**src/sar_seq_pkg.sv**
```systemverilog
// Shared constants and types for the dual conversion sequencer.
// Assumes one system clock; the conversion clock, start and read pins are resynchronised by the user module.
package sar_seq_pkg;

    // ========================================
    // Converter geometry
    // ========================================
    localparam int unsigned RES_W        = 12;  // Result width of each converter.
    localparam int unsigned NUM_CONV     = 2;   // Converters sampled together.
    localparam int unsigned CNT_W        = 4;   // Width of the bit-step counter.
    localparam logic [3:0]  LAST_STEP    = 4'hb; // Step index of the last decision.

    // ========================================
    // Link clock limits and full-cycle budget
    // ========================================
    localparam int unsigned CONV_CLK_MIN_HZ = 1000000;   // Slowest conversion clock.
    localparam int unsigned CONV_CLK_MAX_HZ = 32000000;  // Fastest conversion clock.
    localparam int unsigned CYCLE_BUDGET    = 16;        // Clocks per full cycle.
    localparam int unsigned SAMPLE_MIN      = 2;         // Least sampling clocks.

    // ========================================
    // Multiplexer source codes and select codes
    // ========================================
    localparam logic [1:0] SRC_PAIR0_POS = 2'h0; // Pair 0 positive input.
    localparam logic [1:0] SRC_PAIR0_NEG = 2'h1; // Pair 0 negative input.
    localparam logic [1:0] SRC_PAIR1_POS = 2'h2; // Pair 1 positive input.
    localparam logic [1:0] SRC_PAIR1_NEG = 2'h3; // Pair 1 negative input.

    localparam logic [1:0] SEL_PAIR0     = 2'h0; // Pair 0 differential.
    localparam logic [1:0] SEL_P1NEG     = 2'h1; // Pair 1 negative against common.
    localparam logic [1:0] SEL_P1POS     = 2'h2; // Pair 1 positive against common.
    localparam logic [1:0] SEL_PAIR1     = 2'h3; // Pair 1 differential.

    // ========================================
    // Sequencer states
    // ========================================
    typedef enum logic [1:0] {
        ST_ACQUIRE,    // Switches closed, tracking the inputs.
        ST_HOLD,       // Switches open, waiting for a conversion clock rise.
        ST_CONVERT,    // Successive approximation running.
        ST_PRECHARGE   // Capacitors tied to the reference input.
    } seq_state_t;

endpackage : sar_seq_pkg

```
**src/dual_sar_conversion_sequencer.sv**
```systemverilog
// Sequencer for two simultaneous 12-bit successive-approximation converters.
// Assumes the conversion clock, start strobe and read strobe arrive as pins
// from a host, and the comparator decisions come from logic on clk_i.
// Function
// Both converters hold and convert together.
// Differential codes 00, 11 pick pair 0, 1.
// Pseudo codes 00, 01, 10 against pair-0 negative.
// Channel select comes from configuration field.
// Start strobe rise enters hold immediately.
// Conversion begins at next clock rise.
// Host never starts while busy is high.
// Read strobe sampled on falling clock edges.
// Host clock stays between 1 and 32 MHz.
// Conversion takes exactly twelve clock cycles.
// One precharge cycle, then acquisition restarts.
// Host allows sampling time, sixteen-clock budget.
// Clock may stop low; state is kept.
// Clock may stop after 14th falling edge.
// Busy low throughout acquisition.
// Host keeps clock duty 30 to 70 percent.
// Busy high from hold to conversion end.
// Results latched at end of conversion.
`timescale 1ns/1ps

module dual_sar_conversion_sequencer
    import sar_seq_pkg::*;
(
    input  wire logic                         clk_i,
    input  wire logic                         sys_rst_i,
    input  wire logic                         conv_clk_i,
    input  wire logic                         conv_start_strobe_i,
    input  wire logic                         read_strobe_i,
    input  wire logic                         chan_sel_hi_i,
    input  wire logic                         chan_sel_lo_i,
    input  wire logic [NUM_CONV-1:0]          cmp_i,
    output logic                              busy_o,
    output logic                              sample_close_o,
    output logic                              precharge_o,
    output logic [1:0]                        pos_src_o,
    output logic [1:0]                        neg_src_o,
    output logic [NUM_CONV-1:0][RES_W-1:0]    trial_o,
    output logic [NUM_CONV-1:0][RES_W-1:0]    result_o,
    output logic                              result_valid_o,
    output logic                              read_pulse_o
);

    // ========================================
    // Pin synchronisers
    // ========================================
    // Stage one of each chain feeds only stage two; in the clock and start
    // chains stage three is the history used for edge detection.
    logic [2:0] clk_sync_reg;   // Conversion clock chain.
    logic [2:0] clk_sync_next;  // Next value of the clock chain.
    logic [2:0] cs_sync_reg;    // Start strobe chain.
    logic [2:0] cs_sync_next;   // Next value of the start chain.
    logic [1:0] rd_sync_reg;    // Read strobe chain.
    logic [1:0] rd_sync_next;   // Next value of the read chain.
    logic       clk_rise;       // Conversion clock rising edge seen.
    logic       clk_fall;       // Conversion clock falling edge seen.
    logic       start_rise;     // Start strobe rising edge seen.

    // Shift each pin one stage deeper.
    always_comb begin
        clk_sync_next = {clk_sync_reg[1:0], conv_clk_i};
        cs_sync_next  = {cs_sync_reg[1:0], conv_start_strobe_i};
        rd_sync_next  = {rd_sync_reg[0], read_strobe_i};
    end

    // Register the synchroniser chains.
    always_ff @(posedge clk_i or posedge sys_rst_i) begin
        if (sys_rst_i) begin
            clk_sync_reg <= 3'h0;
            cs_sync_reg  <= 3'h0;
            rd_sync_reg  <= 2'h0;
        end else begin
            clk_sync_reg <= clk_sync_next;
            cs_sync_reg  <= cs_sync_next;
            rd_sync_reg  <= rd_sync_next;
        end
    end

    // Edge detection costs about three clk_i cycles of latency, so the conversion
    // clock must stay well below clk_i for every one of its edges to be seen.
    // Edges come from stages two and three only.
    assign clk_rise   = clk_sync_reg[1] & ~clk_sync_reg[2];
    assign clk_fall   = ~clk_sync_reg[1] & clk_sync_reg[2];
    assign start_rise = cs_sync_reg[1] & ~cs_sync_reg[2];

    // ========================================
    // Sequencer state machine
    // ========================================
    seq_state_t       state_reg;   // Current phase.
    seq_state_t       state_next;  // Next phase.
    logic [CNT_W-1:0] step_reg;    // Bit decision index.
    logic [CNT_W-1:0] step_next;   // Next bit decision index.
    logic             begin_conv;  // Conversion starts this cycle.
    logic             decide;      // One bit decision is taken this cycle.
    logic             last_bit;    // The decision taken is the last one.

    // Walk acquire, hold, convert and precharge. Only the start rise in acquire moves
    // without a conversion clock rise, so a stopped clock freezes hold, convert and precharge.
    always_comb begin
        state_next = state_reg;
        step_next  = step_reg;
        begin_conv = 1'b0;
        decide     = 1'b0;
        last_bit   = 1'b0;
        case (state_reg)
            ST_ACQUIRE: begin
                // A start rise opens the switches at once, clock or not.
                if (start_rise) begin
                    state_next = ST_HOLD;
                end
            end
            ST_HOLD: begin
                // A start tied to the read strobe lands here too, so the
                // following rise begins the conversion.
                if (clk_rise) begin
                    state_next = ST_CONVERT;
                    step_next  = '0;
                    begin_conv = 1'b1;
                end
            end
            ST_CONVERT: begin
                // Start rises are ignored while busy; the host avoids them.
                if (clk_rise) begin
                    decide = 1'b1;
                    if (step_reg == LAST_STEP) begin
                        last_bit   = 1'b1;
                        state_next = ST_PRECHARGE;
                    end else begin
                        step_next = step_reg + 4'h1;
                    end
                end
            end
            ST_PRECHARGE: begin
                // One full clock cycle on the reference, then reconnect.
                if (clk_rise) begin
                    state_next = ST_ACQUIRE;
                end
            end
            default: begin
                state_next = ST_ACQUIRE;
            end
        endcase
    end

    // Register the phase and step. State is held between edges. R13 R14
    always_ff @(posedge clk_i or posedge sys_rst_i) begin
        if (sys_rst_i) begin
            state_reg <= ST_ACQUIRE;
            step_reg  <= '0;
        end else begin
            state_reg <= state_next;
            step_reg  <= step_next;
        end
    end

    // ========================================
    // Switch control and busy flag
    // ========================================
    logic busy_next;     // Busy for the next cycle.
    logic close_next;    // Sampling switches closed next cycle.
    logic prech_next;    // Precharge switch closed next cycle.

    // Decode the outputs from the next phase so they change with it.
    always_comb begin
        busy_next  = (state_next == ST_HOLD) || (state_next == ST_CONVERT);
        close_next = (state_next == ST_ACQUIRE);
        prech_next = (state_next == ST_PRECHARGE);
    end

    // Register the switch controls.
    always_ff @(posedge clk_i or posedge sys_rst_i) begin
        if (sys_rst_i) begin
            busy_o         <= 1'b0;
            sample_close_o <= 1'b1;
            precharge_o    <= 1'b0;
        end else begin
            busy_o         <= busy_next;
            sample_close_o <= close_next;
            precharge_o    <= prech_next;
        end
    end

    // ========================================
    // Input multiplexer selection
    // ========================================
    logic [1:0] pos_next;  // Positive source for both converters.
    logic [1:0] neg_next;  // Negative source for both converters.
    logic [1:0] sel;       // Channel-select field from configuration.

    // The field already lives on clk_i, so it is read without a synchroniser.
    assign sel = {chan_sel_hi_i, chan_sel_lo_i};

    // One table serves both uses; both converters share the selection.
    always_comb begin
        case (sel)
            SEL_PAIR0: begin
                pos_next = SRC_PAIR0_POS;
                neg_next = SRC_PAIR0_NEG;
            end
            SEL_P1NEG: begin
                pos_next = SRC_PAIR1_NEG;
                neg_next = SRC_PAIR0_NEG;
            end
            SEL_P1POS: begin
                pos_next = SRC_PAIR1_POS;
                neg_next = SRC_PAIR0_NEG;
            end
            default: begin
                pos_next = SRC_PAIR1_POS;
                neg_next = SRC_PAIR1_NEG;
            end
        endcase
    end

    // Register the selection.
    always_ff @(posedge clk_i or posedge sys_rst_i) begin
        if (sys_rst_i) begin
            pos_src_o <= SRC_PAIR0_POS;
            neg_src_o <= SRC_PAIR0_NEG;
        end else begin
            pos_src_o <= pos_next;
            neg_src_o <= neg_next;
        end
    end

    // ========================================
    // Successive approximation, one per converter
    // ========================================
    logic [RES_W-1:0] bit_mask; // Bit decided at the current step.

    // The mask walks from the top bit down as the step index climbs; step zero
    // tests the top bit and the last step tests bit zero.
    assign bit_mask = {{(RES_W-1){1'b0}}, 1'b1} << (LAST_STEP - step_reg);

    genvar g;
    generate
        for (g = 0; g < NUM_CONV; g++) begin : g_conv
            logic [RES_W-1:0] trial_next;  // Next trial code.
            logic [RES_W-1:0] res_next;    // Next held result.

            // Both converters step on the same edges from the same state.
            always_comb begin
                trial_next = trial_o[g];
                res_next   = result_o[g];
                if (begin_conv) begin
                    trial_next = {1'b1, {(RES_W-1){1'b0}}};
                end else if (decide) begin
                    // Drop the trial bit when the comparator says too high.
                    trial_next = cmp_i[g] ? trial_o[g] : (trial_o[g] & ~bit_mask);
                    if (!last_bit) begin
                        trial_next = trial_next | (bit_mask >> 1);
                    end else begin
                        res_next = trial_next;
                    end
                end
            end

            // Register trial and held result.
            always_ff @(posedge clk_i or posedge sys_rst_i) begin
                if (sys_rst_i) begin
                    trial_o[g]  <= '0;
                    result_o[g] <= '0;
                end else begin
                    trial_o[g]  <= trial_next;
                    result_o[g] <= res_next;
                end
            end
        end
    endgenerate

    // ========================================
    // Result valid flag and read strobe sampling
    // ========================================
    logic valid_next;  // Result readable next cycle.
    logic read_next;   // Read pulse next cycle.

    // Results stay readable until the next start; reads use falling edges.
    // Setting on the last decision wins over a clear; a start cannot be
    // accepted in that cycle because the phase is then not acquire.
    always_comb begin
        valid_next = result_valid_o;
        if (last_bit) begin
            valid_next = 1'b1;
        end else if (start_rise && state_reg == ST_ACQUIRE) begin
            valid_next = 1'b0;
        end
        read_next = clk_fall & rd_sync_reg[1];
    end

    // Register the flag and the pulse.
    always_ff @(posedge clk_i or posedge sys_rst_i) begin
        if (sys_rst_i) begin
            result_valid_o <= 1'b0;
            read_pulse_o   <= 1'b0;
        end else begin
            result_valid_o <= valid_next;
            read_pulse_o   <= read_next;
        end
    end

endmodule : dual_sar_conversion_sequencer

```
**config.mk**
```make
export PLATFORM = sky130hd
export DESIGN_NAME = dual_sar_conversion_sequencer
export DESIGN_NICKNAME = d
export VERILOG_FILES = /design/src/sar_seq_pkg.sv /design/src/dual_sar_conversion_sequencer.sv
export SDC_FILE = /design/constraint.sdc
export NUM_CORES = 1
export LEC_CHECK = 0
export ABC_AREA = 1
export BUFFER_PORTS_ARGS = -buffer_cell sky130_fd_sc_hd__buf_4
export CORE_UTILIZATION = 50
export CTS_CLUSTER_DIAMETER = 50
export DETAILED_ROUTE_END_ITERATION = 7
export PLACE_DENSITY = 0.82
export SKIP_CTS_REPAIR_TIMING = 1
export SLEW_MARGIN = 20
export SYNTH_ARGS = -nofsm -noshare
export SYNTH_HDL_FRONTEND = slang
export SYNTH_SLANG_ARGS = --single-unit
```
**constraint.sdc**
```tcl
create_clock -name clk_i -period 3.1 [get_ports clk_i]
set_input_delay 0.62 -clock clk_i [delete_from_list [all_inputs] [get_ports clk_i]]
set_output_delay 0.62 -clock clk_i [all_outputs]
set_load 0.03 [all_outputs]
```
==> flow_summary.yaml <==
status:
  status: "finished clean"
yosys:
  ys_seq_elements: 70
  synth_top_area_cell: "dfrtp_1"
  synth_edf_count: 0
  synth-compound-area-share: 0.0784
  synth.mux.area_fraction: 0.00323
  netlist_top_cells_area: "dfrtp_1 56%, nand2_1 18%, o21ai_0 4.2%"
  synth_adder_area_share: 0.0323
  synthSimpleGateAreaFrac: 0.251
  yosysSeqAreaShare: 0.566
  synthDominantCellAreaShare: 0.557
  yosysWarnings: 0
  synthArstFlopShare: 1.00
  synth_area_um2: 3100
  synth.distinct_cells: 24
  synth_common_cells: "149 x nand2_1, 69 x dfrtp_1, 27 x inv_1"
  synth.most_common_cell: "nand2_1"
  synth-xor-area-share: 0
  ys.flop_type: "dfrtp_1"
  synth_area_per_cell_um2: 8.61
  synth_fp_nets: 377
  synth_top_family_by_area: "simple AND/OR/NAND/NOR gates"
  netlist_instances: 360
global_routing:
  grt_usage: 0.232
  overflow: 0
  grtUsageMet2: 0.367
  met1_usage: 0.295
  antenna_found_initial: 0
  grt_pass1_wl_um: 11300
  grt.busiest_layer: "met2"
  grt_use_met3: 0.0693
  grt_pass1_vias: 2395
  grt_max_degree: 71
cells_and_area:
  fin_area_um2: 3800
  nets: 439
  antennaDiodeCount: 0
  syn2layout_area_growth_pct: 22.6
  fin_cells: 502
  drive_above_1_share: 0.213
cts:
  cts_tree: "yes"
  root_buffer: "clkbuf_8"
  cts_buffers: 9
  clk_path_buf_depth: 2
  clkSlewWorstSetupHoldPaths_ns: 0.08
  cts.sinks: 70
  cts_max_level: 3
  worstSkewPairLatency_ns: 0.35
timing:
  setup_viol: 0
  worst_hold_slack_ns: 0.349
  hold_violations: 0
  fin_crit_ns: 2.27
  fin_tns_setup_ns: 0
  fmax_mhz: 441
  relSlewSlack: 0.635
  skew_ns: 0.0137
  maxSlewViolCount: 0
  rsz0062_at_grt: "false"
  fin_crit_sh: 0.731
  tightest_slew_ns: 0.546
placed_design:
  placed_area_um2: 3600
  place_inst: 486
  io_buffer_count: 64
  hpwl_um: 4580
  globalplace.congestion: 0.838
floorplanning:
  start_util: 0.520
  die_width_um: 80.7
  rows: 28
  ios: 66
  core_area_um2: 5960
  dieArea_um2: 6510
  die_h_um: 80.7
setup_path:
  crit_start: "step_reg[2]"
  worstReg2RegEnd: "trial_o[5]"
  slowest_delay_ns: 0.57
  r2r_start: "step_reg[2]"
  regToRegSetupSlack_ns: 0.83
  worst-r2r-cell-count: 8
  critPathLaunchType: "register"
  cpMostUsedCell: "nand2_1"
  critPathKind: "reg -> reg"
  crit_slowest_cell: "dfrtp_1"
  critical_path.max_fanout: 13
  cp-end-kind: "register"
  cp_cell_sequence: "inv_1 -> ha_1 -> inv_1 -> nand3_1 -> o21ai_0 -> nand2_1 -> nand2_1 -> nand2_1"
  critPathRequiredTime_ns: 3.33
  critPathArrivalTime_ns: 2.50
  crit_path_end: "trial_o[5]"
routing:
  post-route-drc-count: 0
  detail_route.iter0.violations: 292
  viasPerCell: 5.18
  drt_first_pass_iters: 4
  vias: 2600
  ant_nets: 0
  drt_wl_total_um: 6810
  wl_per_cell_um: 13.6
job:
  maxCapViolCount: 0
pwr:
  power_per_cell_area_nw_per_um2: 816
  vdd.ir_drop.worst_uv: 465
  p_leak_nw: 2.12
  finalPower_mw: 3.10
worst_hold_path:
  hold_class: "in -> async"
## logic make-up (layout without fill, tap and decap cells)
group / Yosys count / in the layout
simple gates: 187 / 187
buf+inv: 45 / 112
fa+ha+maj: 8 / 8
flops: 70 / 70
compound gates: 48 / 48
other cells: 1 / 1
mux: 1 / 1
## layout by cell type (no fill, tap or decap), types with 8 or more instances in the layout
cell type,n
nor2_1,9
o21ai_1,21
clkbuf_8,10
inv_1,26
dfrtp_1,69
ha_1,8
nand2_1,149
o21ai_0,26
nand3_1,17
buf_4,66
## routing by layer
metal,share of wire,vias to the layer above,routed length (um)
li1,-,1255,-
met5,0,-,0
met2,0.48,112,3260
met3,0.076,12,521
met4,0.016,0,106
met1,0.43,1221,2920
## critical path, delay by kind of cell, from the launching register on
kind	cells	cell delay, ns
simple gates	4	0.38
buf+inv	2	0.45
fa+ha+maj	1	0.44
compound gates	1	0.31
flops	1	0.57
## worst min path at each step
stage / from / endpoint / slack [ns]
after floorplan: clk_sync_reg[0] / clk_sync_reg[1] / 0.33
after global placement: clk_sync_reg[0] / clk_sync_reg[1] / 0.33
after detailed placement: rd_sync_reg[0] / rd_sync_reg[1] / 0.34
after CTS: sys_rst_i / result_o[16] / 0.36
after global routing: conv_clk_i / clk_sync_reg[0] / 0.35
final: sys_rst_i / trial_o[12] / 0.35
## through the flow
step | util | setup WS (ns)
global route | 0.638 | 0.639
finish | 0.638 | 0.834
floorplan | - | 0.713
CTS | 0.638 | 0.894
global placement | 0.605 | 1.02
detailed placement | 0.605 | 0.909
## where the power goes
part / leakage [nW] / internal [mW] / switching [mW]
logic: 1.22 / 0.378 / 0.749
clock network: 0.0964 / 0.392 / 0.338
registers: 0.795 / 1.09 / 0.150
## cell type report
cell class                      instances  area (um^2)
Clock buffer                           12          145
Clock inverter                          4         47.5
Sequential cell                        70         1750
Fill cell                             496         2160
Timing Repair Buffer                   67          515
Tap cell                               75         93.8
Multi-Input combinational cell        245         1130
Inverter                               29          109
No activity file was read; power rests on OpenSTA's default activity.
